<file path="config.mk">
export PLATFORM = sky130hd
export DESIGN_NAME = cit_core
export DESIGN_NICKNAME = d
export VERILOG_FILES = /design/src/core/cit_pkg.sv /design/src/core/cit_core.sv
export SDC_FILE = /design/constraint.sdc
export NUM_CORES = 1
export LEC_CHECK = 0
export BUFFER_PORTS_ARGS = -buffer_cell sky130_fd_sc_hd__buf_2
export CAP_MARGIN = 20
export CORE_MARGIN = 1.5
export CORE_UTILIZATION = 48
export DETAILED_ROUTE_END_ITERATION = 10
export PLACE_DENSITY_LB_ADDON = 0.1
export SYNTH_ARGS = -nofsm -noshare
export SYNTH_HDL_FRONTEND = slang
export SYNTH_SLANG_ARGS = --single-unit
</file>
<file path="constraint.sdc">
create_clock -name clk -period 2.3 [get_ports clk]
set_input_delay 0.69 -clock clk [delete_from_list [all_inputs] [get_ports clk]]
set_output_delay 0.69 -clock clk [all_outputs]
set_load 0.02 [all_outputs]
</file>
<file path="src/core/cit_pkg.sv">
/*
 * Shared constants and carrier types for the instruction timing and
 * read-modify-write sequencer of the 8-bit core.
 * Assumes one core clock, a synchronous active-high reset and a fetch
 * unit that presents one opcode byte per accepted instruction.
 */
// Overview of operation
// - one-byte register and carry ops: one cycle
// - indirect accumulator moves and swaps: two cycles
// - two-byte direct or immediate moves: two cycles
// - three-byte moves and pointer load: three cycles
// - code byte fetch into accumulator: four cycles
// - external data reads and writes: four cycles
// - stack push and pop: two bytes, two cycles
// - low nibble swap with memory: two cycles
// - two-byte bit ops: two cycles
// - indirect jump three, returns four cycles
// - two-byte control transfers: three cycles
// - three-byte control transfers: four cycles
// - plain port bit input reads the pin
// - port read-modify-write reads the latch
// - fixed list of read-modify-write opcodes
// - port bit ops rewrite the whole latched byte
// - add ignores the incoming carry
// - carry flag is carry out of bit 7
// - wrap flag is carry6 xor carry7
// - half carry is carry out of bit 3
package cit_pkg;

    // widths of the timing fields
    localparam int BYTES_W  = 2;
    localparam int CYCLES_W = 3;

    // documented carry positions of the adder
    localparam int HALF_BIT = 3;
    localparam int WRAP_BIT = 6;
    localparam int TOP_BIT  = 7;

    // reset values and the first cycle count
    localparam logic [CYCLES_W-1:0] CYCLES_RST = 3'h1;
    localparam logic [BYTES_W-1:0]  BYTES_RST  = 2'h1;
    localparam logic [CYCLES_W-1:0] COUNT_ONE  = 3'h1;

    // named opcodes; the checks refer to all but the last three
    localparam logic [7:0] OP_IDLE       = 8'h00;
    localparam logic [7:0] OP_CODE_DATA_POINTER_REG  = 8'h93;
    localparam logic [7:0] OP_FAR_JUMP   = 8'h02;
    localparam logic [7:0] OP_BIT_SET    = 8'hD2;
    localparam logic [7:0] OP_BIT_CLEAR  = 8'hC2;
    localparam logic [7:0] OP_BIT_INVERT = 8'hB2;
    localparam logic [7:0] OP_BIT_CARRY  = 8'h92;
    localparam logic [7:0] OP_BIT_BRCLR  = 8'h10;

    // how a port bit op alters the addressed bit
    typedef enum logic [2:0] {
        CIT_BIT_NONE   = 3'b000,
        CIT_BIT_CLEAR  = 3'b001,
        CIT_BIT_SET    = 3'b010,
        CIT_BIT_INVERT = 3'b011,
        CIT_BIT_CARRY  = 3'b100
    } cit_bitop_t;

    // decoded timing and operand class of one opcode
    typedef struct packed {
        logic                known;
        logic [BYTES_W-1:0]  bytes;
        logic [CYCLES_W-1:0] cycles;
        logic                rmw;
        cit_bitop_t          bitop;
    } cit_dec_t;

    // add result with its three flags
    typedef struct packed {
        logic [7:0] sum;
        logic       carry;
        logic       signed_wrap_flag;
        logic       half_carry_flag;
    } cit_add_t;

    // whole state of the sequencer
    typedef struct packed {
        logic                busy;
        logic                last;
        logic [CYCLES_W-1:0] count;
        logic [CYCLES_W-1:0] cycles;
        logic [BYTES_W-1:0]  bytes;
        logic                known;
        logic [7:0]          opcode;
        logic                from_latch;
        logic [7:0]          operand;
        logic                wb_strobe;
        logic [7:0]          wb_byte;
        cit_add_t            add;
    } cit_state_t;

endpackage : cit_pkg

</file>
<file path="src/core/cit_core.sv">
/*
 * Instruction timing sequencer with port read-modify-write operand
 * selection, port bit write-back and the add flag generator.
 * Assumes the fetch unit only offers an opcode while ready is seen,
 * that dest_port is decoded from the operand address by the caller,
 * and that all inputs are synchronous to clk.
 */
`timescale 1ns/1ns
module cit_core (
    input  wire logic                          clk,
    input  wire logic                          rst,
    input  wire logic                          ce,
    input  wire logic                          fetch_valid,
    input  wire logic [7:0]                    opcode,
    input  wire logic                          dest_port,
    input  wire logic [7:0]                    pin_val,
    input  wire logic [7:0]                    latch_val,
    input  wire logic [2:0]                    bit_sel,
    input  wire logic                          carry_in,
    input  wire logic                          add_go,
    input  wire logic [7:0]                    add_a,
    input  wire logic [7:0]                    add_b,
    output logic                               busy,
    output logic                               last_cycle,
    output logic [cit_pkg::CYCLES_W-1:0]       cycle_num,
    output logic [cit_pkg::CYCLES_W-1:0]       instr_cycles,
    output logic [cit_pkg::BYTES_W-1:0]        instr_bytes,
    output logic                               instr_known,
    output logic                               operand_from_latch,
    output logic [7:0]                         operand,
    output logic                               wb_strobe,
    output logic [7:0]                         wb_byte,
    output logic [7:0]                         add_sum,
    output logic                               flag_carry,
    output logic                               signed_wrap_flag,
    output logic                               half_carry_flag
);

    cit_pkg::cit_state_t st;
    cit_pkg::cit_state_t next_st;
    cit_pkg::cit_dec_t   dec;
    logic                accept;
    logic [8:0]          add_full;
    logic [4:0]          add_low;
    logic [7:0]          add_mid;
    logic [7:0]          bit_mask;

    // opcode to length, cycle count and operand class
    function automatic cit_pkg::cit_dec_t decode(input logic [7:0] op);
        cit_pkg::cit_dec_t d;
        d = '{known: 1'b1, bytes: 2'h1, cycles: 3'h1, rmw: 1'b0,
              bitop: cit_pkg::CIT_BIT_NONE};
        casez (op)
            8'h00, 8'h03, 8'h13, 8'h23, 8'h33:
                d.cycles = 3'h1;
            8'b1110_1???, 8'b1111_1???, 8'b1100_1???:
                d.cycles = 3'h1;
            8'hC3, 8'hD3, 8'hB3:
                d.cycles = 3'h1;
            8'hE6, 8'hE7, 8'hF6, 8'hF7, 8'hC6, 8'hC7:
                d.cycles = 3'h2;
            8'hD6, 8'hD7:
                d.cycles = 3'h2;
            8'hE5, 8'h74, 8'b0111_1???, 8'hF5, 8'b1010_1???,
            8'b1000_1???, 8'h76, 8'h77, 8'h86, 8'h87, 8'hA6,
            8'hA7, 8'hC5: begin
                d.bytes  = 2'h2;
                d.cycles = 3'h2;
            end
            8'h85, 8'h75, 8'h90: begin
                d.bytes  = 2'h3;
                d.cycles = 3'h3;
            end
            8'h93, 8'h83:
                d.cycles = 3'h4;
            8'hE0, 8'hE2, 8'hE3, 8'hF0, 8'hF2, 8'hF3:
                d.cycles = 3'h4;
            8'hC0, 8'hD0: begin
                d.bytes  = 2'h2;
                d.cycles = 3'h2;
            end
            8'h82, 8'hB0, 8'h72, 8'hA0, 8'hA2: begin
                d.bytes  = 2'h2;
                d.cycles = 3'h2;
            end
            8'hC2: begin
                d.bytes  = 2'h2;
                d.cycles = 3'h2;
                d.rmw    = 1'b1;
                d.bitop  = cit_pkg::CIT_BIT_CLEAR;
            end
            8'hD2: begin
                d.bytes  = 2'h2;
                d.cycles = 3'h2;
                d.rmw    = 1'b1;
                d.bitop  = cit_pkg::CIT_BIT_SET;
            end
            8'hB2: begin
                d.bytes  = 2'h2;
                d.cycles = 3'h2;
                d.rmw    = 1'b1;
                d.bitop  = cit_pkg::CIT_BIT_INVERT;
            end
            8'h92: begin
                d.bytes  = 2'h2;
                d.cycles = 3'h2;
                d.rmw    = 1'b1;
                d.bitop  = cit_pkg::CIT_BIT_CARRY;
            end
            8'h73:
                d.cycles = 3'h3;
            8'h22, 8'h32:
                d.cycles = 3'h4;
            8'b???1_0001, 8'b???0_0001, 8'h80, 8'h50, 8'h60,
            8'h70, 8'b1101_1???: begin
                d.bytes  = 2'h2;
                d.cycles = 3'h3;
            end
            8'h02, 8'h12, 8'h20, 8'h30, 8'hB5, 8'hB4,
            8'b1011_1???, 8'hB6, 8'hB7: begin
                d.bytes  = 2'h3;
                d.cycles = 3'h4;
            end
            8'h10: begin
                d.bytes  = 2'h3;
                d.cycles = 3'h4;
                d.rmw    = 1'b1;
                d.bitop  = cit_pkg::CIT_BIT_CLEAR;
            end
            8'hD5: begin
                d.bytes  = 2'h3;
                d.cycles = 3'h4;
                d.rmw    = 1'b1;
            end
            8'h52, 8'h42, 8'h62, 8'h05, 8'h15: begin
                d.bytes  = 2'h2;
                d.cycles = 3'h2;
                d.rmw    = 1'b1;
            end
            8'h53, 8'h43, 8'h63: begin
                d.bytes  = 2'h3;
                d.cycles = 3'h3;
                d.rmw    = 1'b1;
            end
            // timing rows kept by the arithmetic decoder, not here
            default:
                d.known  = 1'b0;
        endcase
        return d;
    endfunction : decode

    assign dec      = decode(opcode);
    // a new opcode is taken when idle or in the last cycle
    assign accept   = ce && fetch_valid && (!st.busy || st.last);
    // add terms: incoming carry never enters the sum
    assign add_full = {1'b0, add_a} + {1'b0, add_b};
    assign add_low  = {1'b0, add_a[cit_pkg::HALF_BIT:0]}
                    + {1'b0, add_b[cit_pkg::HALF_BIT:0]};
    assign add_mid  = {1'b0, add_a[cit_pkg::WRAP_BIT:0]}
                    + {1'b0, add_b[cit_pkg::WRAP_BIT:0]};
    assign bit_mask = 8'h01 << bit_sel;

    // next state of the whole sequencer
    always_comb begin
        next_st           = st;
        next_st.wb_strobe = 1'b0;
        if (ce) begin
            if (accept) begin
                next_st.busy   = 1'b1;
                next_st.count  = cit_pkg::COUNT_ONE;
                next_st.last   = (dec.cycles == cit_pkg::COUNT_ONE);
                next_st.cycles = dec.cycles;
                next_st.bytes  = dec.bytes;
                next_st.known  = dec.known;
                next_st.opcode = opcode;
                // latch only for modify ops aimed at a port
                next_st.from_latch = dec.rmw && dest_port;
                next_st.operand    = (dec.rmw && dest_port) ? latch_val
                                                            : pin_val;
                // whole latched byte goes back with one bit altered
                if (dec.bitop != cit_pkg::CIT_BIT_NONE && dest_port) begin
                    next_st.wb_strobe = 1'b1;
                    unique case (dec.bitop)
                        cit_pkg::CIT_BIT_CLEAR:
                            next_st.wb_byte = latch_val & ~bit_mask;
                        cit_pkg::CIT_BIT_SET:
                            next_st.wb_byte = latch_val | bit_mask;
                        cit_pkg::CIT_BIT_INVERT:
                            next_st.wb_byte = latch_val ^ bit_mask;
                        cit_pkg::CIT_BIT_CARRY:
                            next_st.wb_byte = carry_in ? (latch_val | bit_mask)
                                                       : (latch_val & ~bit_mask);
                        default:
                            next_st.wb_byte = latch_val;
                    endcase
                end
            end else if (st.busy) begin
                if (st.last) begin
                    next_st.busy = 1'b0;
                    next_st.last = 1'b0;
                end else begin
                    next_st.count = st.count + cit_pkg::COUNT_ONE;
                    // last once the count just taken reaches the length
                    next_st.last  = (st.count + cit_pkg::COUNT_ONE) == st.cycles;
                end
            end
            // flags come only from the raw carries of the add
            if (add_go) begin
                next_st.add.sum              = add_full[7:0];
                next_st.add.carry            = add_full[cit_pkg::TOP_BIT+1];
                next_st.add.signed_wrap_flag = add_mid[cit_pkg::WRAP_BIT+1]
                                             ^ add_full[cit_pkg::TOP_BIT+1];
                next_st.add.half_carry_flag  = add_low[cit_pkg::HALF_BIT+1];
            end
        end
    end

    // one register for all state; ce low freezes it, strobe included
    always_ff @(posedge clk) begin
        if (rst) begin
            st        <= '0;
            st.cycles <= cit_pkg::CYCLES_RST;
            st.bytes  <= cit_pkg::BYTES_RST;
        end else if (ce) begin
            st <= next_st;
        end
    end

    // outputs straight from the state register
    assign busy               = st.busy;
    assign last_cycle         = st.last;
    assign cycle_num          = st.count;
    assign instr_cycles       = st.cycles;
    assign instr_bytes        = st.bytes;
    assign instr_known        = st.known;
    assign operand_from_latch = st.from_latch;
    assign operand            = st.operand;
    assign wb_strobe          = st.wb_strobe;
    assign wb_byte            = st.wb_byte;
    assign add_sum            = st.add.sum;
    assign flag_carry         = st.add.carry;
    assign signed_wrap_flag   = st.add.signed_wrap_flag;
    assign half_carry_flag    = st.add.half_carry_flag;

    // checks on timing, operand source, port bit write-back and add flags
    a_idle_one_cycle: assert property (@(posedge clk) disable iff (rst)
        accept && opcode == cit_pkg::OP_IDLE
        |=> instr_cycles == 3'h1 && instr_bytes == 2'h1 && last_cycle)
        else $error("idle op not one byte one cycle");

    a_indirect_move_two: assert property (@(posedge clk) disable iff (rst)
        accept && opcode == 8'hE6
        |=> instr_cycles == 3'h2 && instr_bytes == 2'h1)
        else $error("indirect move not one byte two cycles");

    a_direct_move_two: assert property (@(posedge clk) disable iff (rst)
        accept && opcode == 8'hE5
        |=> instr_cycles == 3'h2 && instr_bytes == 2'h2)
        else $error("direct move not two bytes two cycles");

    a_long_move_three: assert property (@(posedge clk) disable iff (rst)
        accept && opcode == 8'h85
        |=> instr_cycles == 3'h3 && instr_bytes == 2'h3)
        else $error("direct to direct move not three bytes three cycles");

    a_code_fetch_four: assert property (@(posedge clk) disable iff (rst)
        accept && opcode == cit_pkg::OP_CODE_DATA_POINTER_REG
        |=> instr_cycles == 3'h4 && instr_bytes == 2'h1)
        else $error("code fetch not four cycles");

    a_stack_push_two: assert property (@(posedge clk) disable iff (rst)
        accept && opcode == 8'hC0
        |=> instr_cycles == 3'h2 && instr_bytes == 2'h2)
        else $error("stack push not two bytes two cycles");

    a_nibble_swap_two: assert property (@(posedge clk) disable iff (rst)
        accept && opcode == 8'hD6
        |=> instr_cycles == 3'h2 && instr_bytes == 2'h1)
        else $error("nibble swap not one byte two cycles");

    a_bit_clear_two: assert property (@(posedge clk) disable iff (rst)
        accept && opcode == cit_pkg::OP_BIT_CLEAR
        |=> instr_cycles == 3'h2 && instr_bytes == 2'h2)
        else $error("bit clear not two bytes two cycles");

    a_sub_exit_four: assert property (@(posedge clk) disable iff (rst)
        accept && opcode == 8'h22
        |=> instr_cycles == 3'h4 && instr_bytes == 2'h1)
        else $error("subroutine exit not one byte four cycles");

    a_rel_jump_three: assert property (@(posedge clk) disable iff (rst)
        accept && opcode == 8'h80
        |=> instr_cycles == 3'h3 && instr_bytes == 2'h2)
        else $error("relative jump not two bytes three cycles");

    a_far_jump_four: assert property (@(posedge clk) disable iff (rst)
        accept && opcode == cit_pkg::OP_FAR_JUMP
        |=> instr_cycles == 3'h4 && instr_bytes == 2'h3)
        else $error("far jump not three bytes four cycles");

    a_last_at_count: assert property (@(posedge clk) disable iff (rst)
        busy && last_cycle |-> cycle_num == instr_cycles)
        else $error("last cycle flagged at wrong count");

    a_four_cycle_walk: assert property (@(posedge clk) disable iff (rst)
        accept && dec.cycles == 3'h4 ##1 ce[*3]
        |=> last_cycle && cycle_num == 3'h4)
        else $error("four cycle instruction did not end on time");

    a_latch_for_rmw: assert property (@(posedge clk) disable iff (rst)
        accept && dec.rmw && dest_port
        |=> operand_from_latch && operand == $past(latch_val))
        else $error("port modify op did not read the latch");

    a_port_logic_latch: assert property (@(posedge clk) disable iff (rst)
        accept && dest_port && opcode == 8'h53
        |=> operand_from_latch && instr_bytes == 2'h3 && instr_cycles == 3'h3)
        else $error("port logic op did not read the latch");

    a_pin_for_input: assert property (@(posedge clk) disable iff (rst)
        accept && !dec.rmw
        |=> !operand_from_latch && operand == $past(pin_val))
        else $error("port input did not read the pin");

    a_bit_set_byte: assert property (@(posedge clk) disable iff (rst)
        accept && opcode == cit_pkg::OP_BIT_SET && dest_port
        |=> wb_strobe && wb_byte == ($past(latch_val) | (8'h01 << $past(bit_sel))))
        else $error("port bit set wrote wrong byte");

    a_strobe_one_cycle: assert property (@(posedge clk) disable iff (rst)
        wb_strobe && ce
        |=> !wb_strobe)
        else $error("write strobe longer than one cycle");

    a_add_carry_out: assert property (@(posedge clk) disable iff (rst)
        ce && add_go |=> flag_carry == (({1'b0, $past(add_a)} + {1'b0, $past(add_b)}) > 9'h0FF)
                     && add_sum == $past(add_a) + $past(add_b))
        else $error("add carry or sum wrong");

    a_add_wrap_flag: assert property (@(posedge clk) disable iff (rst)
        ce && add_go |=> signed_wrap_flag
            == ($past(add_a[7]) == $past(add_b[7]) && add_sum[7] != $past(add_a[7])))
        else $error("signed wrap flag wrong");

    a_add_half_carry: assert property (@(posedge clk) disable iff (rst)
        ce && add_go |=> half_carry_flag
            == (({1'b0, $past(add_a[3:0])} + {1'b0, $past(add_b[3:0])}) > 5'h0F))
        else $error("half carry flag wrong");

endmodule : cit_core

</file>
==> flow_summary.yaml, run 1 <==
critical_path:
  cp.depth: 9
  reg2regPathDepth: 8
  critical_path_class: "input pin to register"
  crit_path_max_incr_delay_ns: 0.56
  required_ns: 2.46
  r2r_start: "busy"
  cp_max_fo: 4
  rr_endpoint: "wb_byte[1]"
  cp_cell_sequence: "buf_2, buf_4, or4b_4, a211o_1, o31ai_4, buf_4, nor2_1, nand4_1, o2111ai_1"
  critical_path.top_delay_family: "simple AND/OR/NAND/NOR gates"
  cp.buffers_inverters: 3
  r2r_slack_ns: 0.43
  end_kind: "register"
  cp_slowest_cell: "or4b_4"
  critPathArrivalTime_ns: 2.42
  crit_path_start_kind: "input pin"
  critPathMostFrequentCell: "buf_4"
route:
  drtAntennaViolNets: 0
  drt-total-wl_um: 9830
  drt_iter0_markers: 148
  dr.pass1.iters: 7
  vias_per_cell: 5.66
  route.vias.total: 3457
  drc: 8
  wl_per_cell_um: 16.1
synth:
  syn_avg_cell_area_um2: 8.38
  synthArstFlopShare_pct: 0
  ys_types: 72
  synth_seq_area_share_pct: 24.5
  synth_seq_cells: 40
  synth_edf_count: 0
  synthFlopType: "dfxtp_1"
  synth_nets: 466
  ys.warnings.count: 0
  syn_inst: 390
  syn-cell-area_um2: 3270
place:
  gp_congestion: 0.916
  io_buffers: 89
  place_hpwl_um: 7160
min_path:
  whs_endpoint: "operand[0]"
  worst_hold_startpoint: "operand[0]"
  worstHoldPathType: "register to register"
  hold_depth: 2
power_and_ir_drop:
  leakagePower_nw: 2.06
  vdd_ir_drop_max_mv: 0.264
  power_density_nw_per_um2: 423
global_route:
  grtUsageTotal_pct: 25.2
  grt_antenna_before_repair: 0
  grt_pass1_wl_um: 14900
  grt_max_degree: 31
  grt-ovfl-total: 0
  grt_pass1_vias: 3175
timing:
  hold_viol: 0
  finalCriticalPeriod_ns: 2.26
  finalSetupViolations: 0
  tightestPinTransition_ns: 0.591
  rsz0062_at_grt: "yes"
  totalNegativeSetupSlack_ns: 0
  max_freq_mhz: 442
  skew_ns: 0.0108
  maxSlewViolCount: 0
  maxSlewHeadroom_pct: 60.4
  hold_slack_ns: 0.454
  post-route-period-util_pct: 98.3
die:
  dieArea_um2: 7320
  placementRows: 29
  die_h_um: 85.5
  coreArea_um2: 6460
  io-pin-count: 90
  start_util_pct: 50.6
  die_w_um: 85.5
finish:
  final_cell_mix: "buf_2, buf_4, dfxtp_1, nor2_1, nand2_1"
  antennaDiodeCount: 0
  final_nets: 609
  layout_commonest_cell: "buf_2"
  layout-drive-gt1-share_pct: 38.8
  utilization_pct: 69.5
  area_growth_pct: 37.3
clocking:
  cts_buffers: 5
  clockBufferDepth: 2
  hold_buffers: 0
  clk_pin_slew_ns: 0.08
  root_buffer: "clkbuf_8"
  clk_latency_ns: 0.29
  cts_sinks: 40
  htreeDepth: 2
  cts_tree: "built"
status:
  violations: "DRC"
  outcome: "finished with violations"
flow_run:
  cap_violations: 0
-- worst max-delay path by stage --
stage          startpoint               to  slack [ns]
2_1_floorplan   opcode[6]      instr_known        0.02
3_3_place_gp    opcode[1]       operand[4]       -0.42
3_5_place_dp    opcode[1]       operand[4]       -0.46
4_1_cts         opcode[2]  instr_cycles[2]       0.002
5_1_grt         opcode[2]       operand[5]       -0.07
6_report        opcode[2]  instr_cycles[0]        0.04
-- state kept, by name, indices dropped and copies added, names as in the netlist, 2 cells and up --
signal	cells
instr_cycles	3
operand	8
cycle_num	3
instr_bytes	2
wb_byte	8
add_sum	8
-- final cells by class --
cell class                 instances  area, µm²
multi-input combinational        306       2360
fill                             559       1970
timing repair buffer             162       1050
sequential                        40        801
tap                               77       96.3
clock buffer                       6       72.6
inverter                          18       67.6
clock inverter                     2       35.0
-- worst reg2reg max path: stages (launching register included) --
cell and delay, ns:
dfxtp_1 0.37, nor2b_1 0.42, nor2_2 0.11, buf_4 0.19, nand2_1 0.12, a21oi_4 0.07
clkbuf_16 0.18, buf_4 0.14, a211oi_2 0.21
-- logic make-up (layout without fill, tap and decap cells) --
| group | Yosys count | after routing | synth area share [%] |
|---|---|---|---|
| flops | 40 | 40 | 24.5 |
| compound gates | 114 | 115 | 27.0 |
| mux | 18 | 18 | 5.51 |
| buf+inv | 45 | 188 | 6.54 |
| xor+xnor | 11 | 11 | 2.95 |
| simple gates | 135 | 135 | 23.0 |
| fa+ha+maj | 27 | 27 | 10.5 |
-- Yosys cell counts, types with 7 or more instances --
| library cell | count | area [µm²] |
|---|---|---|
| o21ai_1 | 11 | 55.1 |
| ha_1 | 25 | 313 |
| a211oi_2 | 8 | 100 |
| dfxtp_1 | 40 | 801 |
| nor2_1 | 36 | 135 |
| a211oi_1 | 8 | 60.1 |
| buf_2 | 12 | 60.1 |
| nor2b_1 | 8 | 50.1 |
| o22ai_2 | 8 | 100 |
| inv_1 | 18 | 67.6 |
| a221oi_1 | 10 | 87.6 |
| nand3_1 | 13 | 65.1 |
| clkbuf_1 | 7 | 26.3 |
| a21oi_1 | 18 | 90.1 |
| mux2i_1 | 18 | 180 |
| o21ai_0 | 13 | 65.1 |
| nand2_1 | 30 | 113 |
-- power breakdown --
part	total [mW]	internal, mW	switching [mW]
registers	0.748	0.726	0.0213
clock network	0.582	0.323	0.259
logic	0.571	0.253	0.318
total	1.90	1.30	0.598
-- routing by layer --
metal | wire, µm | track usage [%] | part of all wire [%] | vias up
met3 | 398 | 2.98 | 4.0 | 10
li1 | - | - | - | 1735
met2 | 4770 | 43.1 | 49 | 88
met4 | 137 | 6.45 | 1.4 | 0
met1 | 4520 | 33.7 | 46 | 1624
met5 | 0 | 0 | 0 | -
-- per-stage QoR --
stage	std cells	power [mW]	area (µm²)	setup WS (ns)
after floorplan	390	1.09	3270	0.0162
after global placement	594	1.30	4180	-0.423
after detailed placement	594	1.31	4180	-0.457
after CTS	603	1.88	4310	0.00234
after global routing	611	1.99	4490	-0.0651
final	611	1.90	4490	0.0386
-- repair_timing --
action / 4_1_cts / 5_1_grt
resized for setup: 3 / 18
setup endpoints to repair: 10 / 13
cloned: 0 / 2
pin swaps: 1 / 14
setup buffers: 1 / 6
(Power assumes the default switching activity.)
==> run 2, diff against run 1 <==
Settings changed: PLACE_DENSITY set to 0.74, PLACE_DENSITY_LB_ADDON 0.1 to unset.
Clock period 2.3 ns to 2 ns, I/O delays scaled along.
==> run 2 against run 1 <==
Against the previous run: the flow finishes with violations (DRC, setup timing); critical path depth down 1; sequential share of layout area down 1.3 points; clock skew down 0.0035 ns; sequential power up 15%; cell area up 7.9%; worst setup slack worse by 0.15 ns; largest power group unchanged; power up 27%; largest cell class unchanged; combinational power up 35%.
==> flow_summary.yaml, run 2 (synthesis gave the netlist of run 1 again) <==
critical_path:
  required_ns: 2.22
  cp_max_fo: 8
  rr_endpoint: "wb_byte[2]"
  startpoint: "opcode[0]"
  cp-endpoint: "wb_byte[5]"
  cp_cell_sequence: "buf_8, buf_6, or4b_4, or3_1, buf_6, o22ai_2, a221oi_2, a211oi_2"
  critPathArrivalTime_ns: 2.33
  r2r_slack_ns: 0.13
  cp.buffers_inverters: 3
  crit_path_max_incr_delay_ns: 0.55
  cp_slowest_cell: "or4b_4"
  critPathMostFrequentCell: "buf_6"
  crit_path_start_kind: "input pin"
  cp.depth: 8
  r2r_start: "busy"
  critical_path.top_delay_family: "simple AND/OR/NAND/NOR gates"
  reg2regPathDepth: 8
  end_kind: "register"
  critical_path_class: "input pin to register"
timing:
  setup_slack_ns: -0.109
  hold_viol: 0
  hold_slack_ns: 0.447
  max_freq_mhz: 474
  skew_ns: 0.00737
  tightestPinTransition_ns: 0.508
  post-route-period-util_pct: 105
  rsz0062_at_grt: "yes"
  maxSlewHeadroom_pct: 66.0
  maxSlewViolCount: 0
  finalSetupViolations: 19
  finalCriticalPeriod_ns: 2.11
route:
  route.vias.total: 3678
  drt_iter0_markers: 155
  wl_per_cell_um: 17.4
  drc: 7
  vias_per_cell: 5.90
  drt-total-wl_um: 10900
  dr.pass1.iters: 8
  drtAntennaViolNets: 0
clocking:
  root_buffer: "clkbuf_8"
  cts_tree: "built"
  htreeDepth: 2
  clk_latency_ns: 0.30
  hold_buffers: 0
  clockBufferDepth: 2
  cts_buffers: 5
  cts_sinks: 40
  clk_pin_slew_ns: 0.08
power_and_ir_drop:
  leakagePower_nw: 2.19
  power_density_nw_per_um2: 499
  vdd_ir_drop_max_mv: 0.558
finish:
  utilization_pct: 75.0
  antennaDiodeCount: 0
  layout_commonest_cell: "buf_2"
  area_growth_pct: 48.1
  layout-drive-gt1-share_pct: 46.2
  final_nets: 622
  final_cell_mix: "buf_2, buf_4, dfxtp_1, nor2_1, nand2_1"
place:
  place_hpwl_um: 7400
  io_buffers: 89
  pre_cts_slack_ns: -0.689
  gp_congestion: 0.955
die:
  dieArea_um2: 7320
  placementRows: 29
  die_h_um: 85.5
  io-pin-count: 90
  coreArea_um2: 6460
  die_w_um: 85.5
  start_util_pct: 50.6
global_route:
  grtUsageTotal_pct: 28.9
  grt_pass1_wl_um: 16800
  grt_pass1_vias: 3551
  grt_antenna_before_repair: 0
  grt-ovfl-total: 0
  grt_max_degree: 21
min_path:
  worstHoldPathType: "register to register"
status:
  outcome: "finished with violations"
  violations: "DRC, setup timing"
flow_run:
  cap_violations: 0
==> run 2: how the worst min path moves through the flow <==
stage               cells after the start  startpoint    endpoint
floorplan                               2  operand[0]  operand[0]
global placement                        2  operand[1]  operand[1]
detailed placement                      2  operand[3]  operand[3]
CTS                                     2  operand[6]  operand[6]
global route                            2  add_sum[6]  add_sum[6]
finish                                  2  operand[6]  operand[6]
==> run 2: per-stage QoR <==
step / instances / instance area (µm²) / setup TNS (ns) / total power [mW]
finish: 623 / 4840 / -0.756 / 2.41
floorplan: 390 / 3350 / -1.16 / 1.27
global route: 623 / 4840 / -1.84 / 2.52
CTS: 621 / 4690 / -0.606 / 2.37
global placement: 598 / 4250 / -13.10 / 1.51
detailed placement: 598 / 4250 / -14.26 / 1.53
==> run 2: layout make-up <==
type,count,area (µm²)
clock buffer,5,68.8
clock inverter,2,60.1
fill,466,1620
inverter,18,67.6
multi-input combinational,306,2550
sequential,40,801
tap,77,96.3
timing repair buffer,175,1190
==> run 2: routing by layer <==
layer / vias up / track usage, % / share of wire [%]
met5: - / 0 / 0
met4: 0 / 11.6 / 3.0
met3: 33 / 4.91 / 6.0
met2: 157 / 52.3 / 49
met1: 1732 / 33.8 / 42
li1: 1756 / - / -
==> run 2: what timing repair did <==
item / in CTS / in global routing
setup endpoints to repair: 24 / 28
cloned: 1 / 0
pin swaps: 21 / 21
buffers inserted: 15 / 2
gates resized for setup: 39 / 35
==> run 2: worst min-delay path, stage by stage (launching register included) <==
cell     delay [ns]
dfxtp_1        0.31
nand2_1        0.05
o21ai_1        0.05
==> run 2: power breakdown <==
| part | total, mW | internal, mW | switching (mW) |
|---|---|---|---|
| combinational | 0.768 | 0.349 | 0.420 |
| sequential | 0.859 | 0.835 | 0.0238 |
| clock | 0.788 | 0.491 | 0.296 |
| total | 2.41 | 1.68 | 0.740 |
